<file path="src/logic/mws_params.svh">
/*
 * Timing constants of the mode and wake supervisor.
 * Assumes a 50 MHz core clock. Times are kept in their own unit and
 * converted to clock cycles here or in the top-level module.
 */
`ifndef MWS_PARAMS_SVH
`define MWS_PARAMS_SVH

`define MWS_CLK_NS 20
`define MWS_US_CYC (1000 / `MWS_CLK_NS)

// Mode transition bounds (ms)
`define MWS_POWERUP_TO_STANDBY_MS 70
`define MWS_STANDBY_TO_NORMAL_MS 10
`define MWS_SLEEP_TO_STANDBY_MS 50
`define MWS_RESET_DELAY_MS 8
`define MWS_STARTUP_WD_MS 300

// Wake timing (us, ns)
`define MWS_WAKE_DOM_US 5
`define MWS_WAKE_REC_US 5
`define MWS_LOCAL_WAKE_LATENCY_US 32
`define MWS_REMOTE_WAKE_LATENCY_US 24
`define MWS_LW_FILTER_NS 750
`define MWS_LW_FILTER_CYC ((`MWS_LW_FILTER_NS + `MWS_CLK_NS - 1) / `MWS_CLK_NS)

// Dominant timeouts (us)
`define MWS_DOM_TIMEOUT_US 1000

// Synchroniser reset image: TXD idles recessive (high)
`define MWS_SYNC_RST 7'h04

`endif

</file>
<file path="src/logic/mws_pkg.sv">
/*
 * Types of the mode and wake supervisor.
 * Assumes nothing beyond a SystemVerilog compiler.
 */
`default_nettype none

package mws_pkg;

    typedef enum logic [2:0] {
        MWS_RESET   = 3'b000,
        MWS_STARTUP = 3'b001,
        MWS_STANDBY = 3'b010,
        MWS_NORMAL  = 3'b011,
        MWS_SLEEP   = 3'b100
    } mws_state_t;

    typedef enum logic [1:0] {
        MWS_RW_DOM = 2'b00,
        MWS_RW_REC = 2'b01,
        MWS_RW_LAT = 2'b10
    } mws_rw_t;

endpackage

`default_nettype wire

</file>
<file path="src/logic/mws_supervisor.sv">
/*
 * Mode, wake and watchdog supervisor of a power companion with a CAN
 * transceiver: reset delay, start-up and window watchdogs, mode
 * changes, local and remote wake detection, dominant timeouts.
 * Assumes pins and host strobes are asynchronous to MCLK (50 MHz) and
 * that the window period input is static while the watchdog runs.
 */
`default_nettype none
`include "mws_params.svh"

module mws_supervisor
    import mws_pkg::*;
#(
    parameter int RESET_DELAY_CYC = `MWS_RESET_DELAY_MS * 1000 * `MWS_US_CYC,
    parameter int STARTUP_WD_CYC = `MWS_STARTUP_WD_MS * 1000 * `MWS_US_CYC,
    parameter int DOM_TIMEOUT_CYC = `MWS_DOM_TIMEOUT_US * `MWS_US_CYC
) (
    // Clock and reset
    input wire logic MCLK,
    input wire logic RST,
    // Bus and wake pins
    input wire logic WAKE,
    input wire logic BUS_DOM,
    input wire logic TXD,
    // Host strobes and configuration
    input wire logic WD_TRIG,
    input wire logic CMD_NORMAL,
    input wire logic CMD_STANDBY,
    input wire logic CMD_SLEEP,
    input wire logic [18:0] WIN_WD_PERIOD_US,
    // Status to host
    output logic RESET_N,
    output logic [2:0] MODE,
    output logic WD_EXPIRED,
    output logic LOCAL_WAKE,
    output logic REMOTE_WAKE,
    // Transmitter control and failures
    output logic TX_ENABLE,
    output logic TXD_TIMEOUT,
    output logic BUS_CLAMP
);

    localparam int DOM_CYC = `MWS_WAKE_DOM_US * `MWS_US_CYC;
    localparam int REC_CYC = `MWS_WAKE_REC_US * `MWS_US_CYC;
    localparam int RW_LAT_CYC = `MWS_REMOTE_WAKE_LATENCY_US * `MWS_US_CYC;
    localparam int LW_FILT_CYC = `MWS_LW_FILTER_CYC;
    // Latency runs on after the filter so the total from the edge is nominal
    localparam int LW_REST_CYC = `MWS_LOCAL_WAKE_LATENCY_US * `MWS_US_CYC - LW_FILT_CYC;

    function automatic logic [15:0] dom_count(input logic [15:0] c, input logic dom);
        if (!dom) begin
            dom_count = 16'h0000;
        end else if (c == 16'hFFFF) begin
            dom_count = c;
        end else begin
            dom_count = c + 16'h0001;
        end
    endfunction

    // Input synchronisers: three stages, a change counts when stages 2 and 3 agree
    logic [6:0] raw, s1_q, s2_q, s3_q, clean_q, clean_d, rise;
    assign raw = {CMD_SLEEP, CMD_STANDBY, CMD_NORMAL, WD_TRIG, TXD, BUS_DOM, WAKE};

    always_comb begin
        clean_d = (~(s2_q ^ s3_q) & s3_q) | ((s2_q ^ s3_q) & clean_q);
        rise = clean_d & ~clean_q;
    end

    always_ff @(posedge MCLK) begin
        if (RST) begin
            s1_q <= `MWS_SYNC_RST;
            s2_q <= `MWS_SYNC_RST;
            s3_q <= `MWS_SYNC_RST;
            clean_q <= `MWS_SYNC_RST;
        end else begin
            s1_q <= raw;
            s2_q <= s1_q;
            s3_q <= s2_q;
            clean_q <= clean_d;
        end
    end

    logic wake_lvl, bus_dom, txd_dom, trig, cmd_norm, cmd_stby, cmd_slp;
    assign wake_lvl = clean_q[0];
    assign bus_dom = clean_q[1];
    assign txd_dom = ~clean_q[2];
    assign trig = rise[3];
    assign cmd_norm = rise[4];
    assign cmd_stby = rise[5];
    assign cmd_slp = rise[6];

    mws_state_t st_q, st_d;
    logic lp_active;
    assign lp_active = (st_q == MWS_STANDBY) || (st_q == MWS_SLEEP);

    // Dominant timeouts
    logic [15:0] txd_cnt_q, txd_cnt_d, bus_cnt_q, bus_cnt_d;
    logic txd_to_q, txd_to_d, bus_cl_q, bus_cl_d, tx_en_q, tx_en_d;

    always_comb begin
        txd_cnt_d = dom_count(txd_cnt_q, txd_dom);
        bus_cnt_d = dom_count(bus_cnt_q, bus_dom);
        txd_to_d = txd_dom & (txd_to_q | (txd_cnt_q == 16'(DOM_TIMEOUT_CYC - 1)));
        bus_cl_d = bus_dom & (bus_cl_q | (bus_cnt_q == 16'(DOM_TIMEOUT_CYC - 1)));
        tx_en_d = (st_d == MWS_NORMAL) & ~txd_to_d;
    end

    always_ff @(posedge MCLK) begin
        if (RST) begin
            txd_cnt_q <= 16'h0000;
            bus_cnt_q <= 16'h0000;
            txd_to_q <= 1'b0;
            bus_cl_q <= 1'b0;
            tx_en_q <= 1'b0;
        end else begin
            txd_cnt_q <= txd_cnt_d;
            bus_cnt_q <= bus_cnt_d;
            txd_to_q <= txd_to_d;
            bus_cl_q <= bus_cl_d;
            tx_en_q <= tx_en_d;
        end
    end

    // Local wake: glitch filter, then latency from the accepted edge
    logic lw_lvl_q, lw_lvl_d, lw_busy_q, lw_busy_d, lw_pulse, lw_out_q;
    logic [5:0] lw_fcnt_q, lw_fcnt_d;
    logic [10:0] lw_lcnt_q, lw_lcnt_d;

    always_comb begin
        lw_lvl_d = lw_lvl_q;
        lw_busy_d = lw_busy_q;
        lw_lcnt_d = lw_lcnt_q;
        lw_fcnt_d = 6'h00;
        lw_pulse = 1'b0;
        if (lw_busy_q) begin
            if (lw_lcnt_q == 11'(LW_REST_CYC - 1)) begin
                lw_busy_d = 1'b0;
                lw_pulse = 1'b1;
            end else begin
                lw_lcnt_d = lw_lcnt_q + 11'h001;
            end
        end
        if (wake_lvl != lw_lvl_q) begin
            if (lw_fcnt_q == 6'(LW_FILT_CYC - 1)) begin
                lw_lvl_d = wake_lvl;
                lw_busy_d = 1'b1;
                lw_lcnt_d = 11'h000;
            end else begin
                lw_fcnt_d = lw_fcnt_q + 6'h01;
            end
        end
    end

    always_ff @(posedge MCLK) begin
        if (RST) begin
            lw_lvl_q <= 1'b0;
            lw_busy_q <= 1'b0;
            lw_fcnt_q <= 6'h00;
            lw_lcnt_q <= 11'h000;
            lw_out_q <= 1'b0;
        end else begin
            lw_lvl_q <= lw_lvl_d;
            lw_busy_q <= lw_busy_d;
            lw_fcnt_q <= lw_fcnt_d;
            lw_lcnt_q <= lw_lcnt_d;
            lw_out_q <= lw_pulse & lp_active;
        end
    end

    // Remote wake: dominant phase, recessive phase, then report latency
    mws_rw_t rw_q, rw_d;
    logic [10:0] rw_cnt_q, rw_cnt_d;
    logic rw_pulse, rw_out_q;

    always_comb begin
        rw_d = rw_q;
        rw_cnt_d = 11'h000;
        rw_pulse = 1'b0;
        unique case (rw_q)
            MWS_RW_DOM: begin
                if (bus_dom) begin
                    rw_cnt_d = (rw_cnt_q < 11'(DOM_CYC)) ? rw_cnt_q + 11'h001 : rw_cnt_q;
                end else if (rw_cnt_q >= 11'(DOM_CYC)) begin
                    rw_d = MWS_RW_REC;
                    rw_cnt_d = 11'h001;
                end
            end
            MWS_RW_REC: begin
                if (bus_dom) begin
                    rw_d = MWS_RW_DOM;
                    rw_cnt_d = 11'h001;
                end else if (rw_cnt_q == 11'(REC_CYC - 1)) begin
                    rw_d = MWS_RW_LAT;
                end else begin
                    rw_cnt_d = rw_cnt_q + 11'h001;
                end
            end
            MWS_RW_LAT: begin
                if (rw_cnt_q == 11'(RW_LAT_CYC - 1)) begin
                    rw_d = MWS_RW_DOM;
                    rw_pulse = 1'b1;
                end else begin
                    rw_cnt_d = rw_cnt_q + 11'h001;
                end
            end
            default: rw_d = MWS_RW_DOM;
        endcase
        // The low-power receiver only listens in standby and sleep
        if (!lp_active) begin
            rw_d = MWS_RW_DOM;
            rw_cnt_d = 11'h000;
        end
    end

    always_ff @(posedge MCLK) begin
        if (RST) begin
            rw_q <= MWS_RW_DOM;
            rw_cnt_q <= 11'h000;
            rw_out_q <= 1'b0;
        end else begin
            rw_q <= rw_d;
            rw_cnt_q <= rw_cnt_d;
            rw_out_q <= rw_pulse & lp_active;
        end
    end

    // Mode sequencer with reset delay, start-up and window watchdogs
    logic [25:0] st_cnt_q, st_cnt_d, period_cyc;
    logic from_slp_q, from_slp_d, wd_exp_d, wd_exp_q, rst_n_q;
    assign period_cyc = 26'(WIN_WD_PERIOD_US) * 26'(`MWS_US_CYC);

    always_comb begin
        st_d = st_q;
        st_cnt_d = st_cnt_q + 26'h000_0001;
        from_slp_d = from_slp_q;
        wd_exp_d = 1'b0;
        unique case (st_q)
            MWS_RESET: begin
                if (st_cnt_q == 26'(RESET_DELAY_CYC - 1)) begin
                    // Wake from sleep skips the start-up watchdog
                    st_d = from_slp_q ? MWS_STANDBY : MWS_STARTUP;
                    from_slp_d = 1'b0;
                    st_cnt_d = 26'h000_0000;
                end
            end
            MWS_STARTUP: begin
                if (trig) begin
                    st_d = MWS_STANDBY;
                end else if (st_cnt_q == 26'(STARTUP_WD_CYC - 1)) begin
                    st_d = MWS_RESET;
                    wd_exp_d = 1'b1;
                    st_cnt_d = 26'h000_0000;
                end
            end
            MWS_STANDBY: begin
                st_cnt_d = 26'h000_0000;
                if (cmd_norm) begin
                    st_d = MWS_NORMAL;
                end else if (cmd_slp) begin
                    st_d = MWS_SLEEP;
                end
            end
            MWS_NORMAL: begin
                if (trig && st_cnt_q < (period_cyc >> 1)) begin
                    st_d = MWS_RESET;
                    wd_exp_d = 1'b1;
                    st_cnt_d = 26'h000_0000;
                end else if (trig) begin
                    st_cnt_d = 26'h000_0000;
                end else if (st_cnt_q >= period_cyc - 26'h000_0001) begin
                    st_d = MWS_RESET;
                    wd_exp_d = 1'b1;
                    st_cnt_d = 26'h000_0000;
                end else if (cmd_stby) begin
                    st_d = MWS_STANDBY;
                end else if (cmd_slp) begin
                    st_d = MWS_SLEEP;
                end
            end
            MWS_SLEEP: begin
                st_cnt_d = 26'h000_0000;
                if (lw_out_q || rw_out_q) begin
                    st_d = MWS_RESET;
                    from_slp_d = 1'b1;
                end
            end
            default: begin
                st_d = MWS_RESET;
                st_cnt_d = 26'h000_0000;
            end
        endcase
    end

    always_ff @(posedge MCLK) begin
        if (RST) begin
            st_q <= MWS_RESET;
            st_cnt_q <= 26'h000_0000;
            from_slp_q <= 1'b0;
            wd_exp_q <= 1'b0;
            rst_n_q <= 1'b0;
        end else begin
            st_q <= st_d;
            st_cnt_q <= st_cnt_d;
            from_slp_q <= from_slp_d;
            wd_exp_q <= wd_exp_d;
            rst_n_q <= (st_d != MWS_RESET);
        end
    end

    assign RESET_N = rst_n_q;
    assign MODE = st_q;
    assign WD_EXPIRED = wd_exp_q;
    assign LOCAL_WAKE = lw_out_q;
    assign REMOTE_WAKE = rw_out_q;
    assign TX_ENABLE = tx_en_q;
    assign TXD_TIMEOUT = txd_to_q;
    assign BUS_CLAMP = bus_cl_q;
endmodule

`default_nettype wire

</file>
<file path="config.mk">
export PLATFORM = sky130hd
export DESIGN_NAME = mws_supervisor
export DESIGN_NICKNAME = d
export VERILOG_FILES = /design/src/logic/mws_pkg.sv /design/src/logic/mws_supervisor.sv
export VERILOG_INCLUDE_DIRS = /design/src /design/src/logic
export SDC_FILE = /design/constraint.sdc
export NUM_CORES = 1
export LEC_CHECK = 0
export ABC_CLOCK_PERIOD_IN_PS = 10000
export BUFFER_PORTS_ARGS = -buffer_cell sky130_fd_sc_hd__buf_4
export CORE_MARGIN = 2
export CORE_UTILIZATION = 45
export DETAILED_ROUTE_END_ITERATION = 10
export PLACE_DENSITY = 0.58
export SLEW_MARGIN = 20
export SYNTH_ARGS = -nofsm -noshare
export SYNTH_HDL_FRONTEND = slang
export SYNTH_SLANG_ARGS = --single-unit
</file>
<file path="constraint.sdc">
create_clock -name MCLK -period 10 [get_ports MCLK]
set_clock_uncertainty 0.1 [all_clocks]
set_input_delay 2 -clock MCLK [delete_from_list [all_inputs] [get_ports MCLK]]
set_output_delay 2 -clock MCLK [all_outputs]
set_load 0.03 [all_outputs]
</file>
==> results.py <==
metrics = {
    "worst_setup_path": {
        "cp.arrival_ps": 9040,
        "cp_common_cell": "a21o_1",
        "reg2reg_depth": 12,
        "max_stage_delay_ps": 710,
        "required_ps": 10240,
        "path_class": "primary input to register",
        "crit_path_start": "WIN_WD_PERIOD_US[3]",
        "slowest_stage": "a2111o_1",
        "r2r_slack_ps": 6080,
        "end_kind": "register",
        "cp_max_fo": 25,
        "r2r-start": "st_cnt_q[7]$_SDFF_PP0_",
        "regToRegEndpoint": "WD_EXPIRED$_SDFF_PP0_",
        "worstSetupStartpointType": "primary input",
    },
    "final_layout": {
        "finalNonFillerCells": 1403,
        "nets": 1275,
        "drive_gt1_frac": 0.0856,
        "antenna_cells": 0,
        "synthToLayoutAreaGrowth_pct": 12.1,
    },
    "synth": {
        "syn-cell-area_sq_um": 9130,
        "syn_nets": 1246,
        "ys_top_cells_by_count": "nor2_1 (155), dfxtp_1 (129), ha_1 (113)",
        "yosys.area.top_type": "dfxtp_1",
        "synthCells": 1091,
        "async_flop_share": 0,
        "synth_top_area_share": 0.283,
        "yosysMostFrequentCell": "nor2_1",
        "yosys_most_used_dff": "dfxtp_1",
        "yosysSeqAreaShare": 0.283,
        "synth_cell_types": 76,
        "synth.avg_cell_area_sq_um": 8.37,
        "yosys-top-cells-area": "dfxtp_1 (28%), ha_1 (15%), nor2_1 (6.4%), xor2_1 (5.3%), xnor2_1 (5.1%)",
        "synth-edff-count": 0,
        "yosys_warnings": 0,
        "ys_seq_elements": 129,
    },
    "route": {
        "num_vias": 7367,
        "routed_via_density": 5.25,
        "routed_wl_um": 18800,
        "drt-initial-drc-count": 305,
        "drt-pass1-iter-count": 4,
        "drtAntennaViolNets": 0,
        "wire_per_inst_um": 13.4,
        "drc": 0,
    },
    "die": {
        "initial_utilization": 0.454,
        "die_h_um": 146,
        "die_w_um": 146,
        "placementRows": 52,
        "core_area_sq_um": 20100,
        "dieArea_sq_um": 21500,
        "pin_count": 38,
    },
    "timing": {
        "maxSlewViolCount": 0,
        "setup_viol": 0,
        "slew-limit-headroom": 0.471,
        "post-route-period-util": 0.880,
        "rsz0062_at_grt": "false",
        "setup_tns_ps": 0,
        "max_freq_ghz": 0.114,
        "finalHoldViolations": 0,
        "worst_pin_slew_ps": 794,
        "period_needed_ps": 8800,
    },
    "global_route": {
        "grt_usage": 0.182,
        "grt_pass1_wl_um": 32600,
        "grt_max_degree": 40,
        "grt_overflow_total": 0,
        "grt_pass1_vias": 6852,
        "antenna_found_initial": 0,
    },
    "clock_tree": {
        "cts_buffers": 17,
        "cts-root-buf": "clkbuf_16",
        "cts_max_level": 4,
        "clkLatencyLatePin_ps": 420,
        "clk_pin_slew_ps": 50,
        "cts_sinks": 129,
        "clockBufferDepth": 2,
        "cts_tree": "yes",
        "cts_hold_buf": 0,
        "cts_resized": 0,
        "postCtsSetupRepairBufs": 0,
    },
    "pwr": {
        "ir_worst_vdd_mv": 0.121,
        "p_leak_nw": 4.33,
        "power_density_nw_per_um2": 164,
    },
    "hold_path": {
        "worstHoldPathCells": 1,
        "hold_path_class": "register to register",
        "worstHoldStart": "s1_q[2]$_SDFF_PP1_",
        "min_to": "s2_q[2]$_SDFF_PP1_",
    },
    "run_status": {
        "outcome": "completed",
    },
    "place": {
        "hpwl_um": 14300,
        "gp_congestion": 0.823,
        "port_buffers": 37,
        "placed_cells": 1371,
    },
    "flow_run": {
        "maxCapViolations": 0,
    },
}
==> registers in the layout, indices dropped and copies added, names as in the netlist, 3 cells and up, named ones only <==
register and flops:
MODE 3, lw_fcnt_q 6, s1_q 7, txd_cnt_q 16, clean_q 4, lw_lcnt_q 11
bus_cnt_q 16, s3_q 7, s2_q 7, rw_cnt_q 11, st_cnt_q 26
==> logic make-up (layout without fill, tap and decap cells) <==
group | Yosys count | count (layout) | synth area share
compound gates | 169 | 169 | 0.125
xor+xnor | 112 | 112 | 0.113
fa+ha+maj | 127 | 127 | 0.186
buf+inv | 105 | 147 | 0.0436
flops | 129 | 129 | 0.283
mux | 4 | 4 | 0.00438
simple gates | 445 | 445 | 0.245
==> cell type report <==
cell class                 instances  area [sq um]
tap                              270           338
inverter                          78           293
sequential                       129          2580
clock inverter                    10           134
multi-input combinational        857          6160
fill                            1910          9870
timing repair buffer              37           278
clock buffer                      22           454
==> how the worst max path moves through the flow <==
stage                              endpoint  slack, ps
global placement     st_cnt_q[3]$_SDFF_PP0_        970
finish              st_cnt_q[13]$_SDFF_PP0_       1200
global route        st_cnt_q[25]$_SDFF_PP0_        740
detailed placement   st_cnt_q[7]$_SDFF_PP0_        820
floorplan           st_cnt_q[10]$_SDFF_PP0_       1530
CTS                 st_cnt_q[13]$_SDFF_PP0_       1210
==> routing by layer <==
layer / track usage / vias up / share of wire
li1: - / 3860 / -
met3: 0.0328 / 18 / 0.030
met2: 0.288 / 95 / 0.44
met4: 0.0510 / 0 / 0.012
met1: 0.256 / 3394 / 0.52
met5: 0 / - / 0
==> power by group <==
group / internal [mW] / total (mW) / switching [mW]
Combinational: 0.221 / 0.533 / 0.311
Sequential: 0.519 / 0.522 / 0.00355
Clock: 0.397 / 0.622 / 0.224
==> critical path: cells and delay by family <==
kind,cells,cell delay (ps)
buffers and inverters,3,210
AND/OR/NAND/NOR,7,2070
AO/OA/AOI/OAI,12,2750
adder cells (fa/ha/maj),5,1660
XOR/XNOR,2,320
==> per-stage QoR <==
stage                     total power [mW]   util  instance area (sq um)  worst slack (ps)  hold slack, ps
final                                 1.68  0.509                  10200              1200             310
after global routing                  1.79  0.509                  10200               740             314
after CTS                             1.69  0.509                  10200              1210             311
after detailed placement              1.07  0.480                   9640               816             298
after global placement                1.07  0.480                   9640               972             293
after floorplan                      0.961      -                   9130              1530             289
==> cells in the final DEF (no fill, tap or decap), types with 5 or more instances in the layout <==
cell type and instances:
and2_1 8, nand2b_1 6, nor3b_1 5, ha_1 113
and3_1 15, a21oi_1 47, nor4_1 14, a2111oi_0 5
o21ai_0 36, or2_2 11, nand3b_1 6, inv_1 78
nand3_1 47, xor2_1 55, nor3_1 23, nor2b_1 26
or3_1 5, clkbuf_16 17, nor2_1 155, a211oi_1 9
nand2_1 70, xnor2_1 53, buf_4 37, fa_1 14
nand4_1 30, a21o_1 23, a31oi_1 9, dfxtp_1 129
No activity file was read; power rests on OpenSTA's default activity.
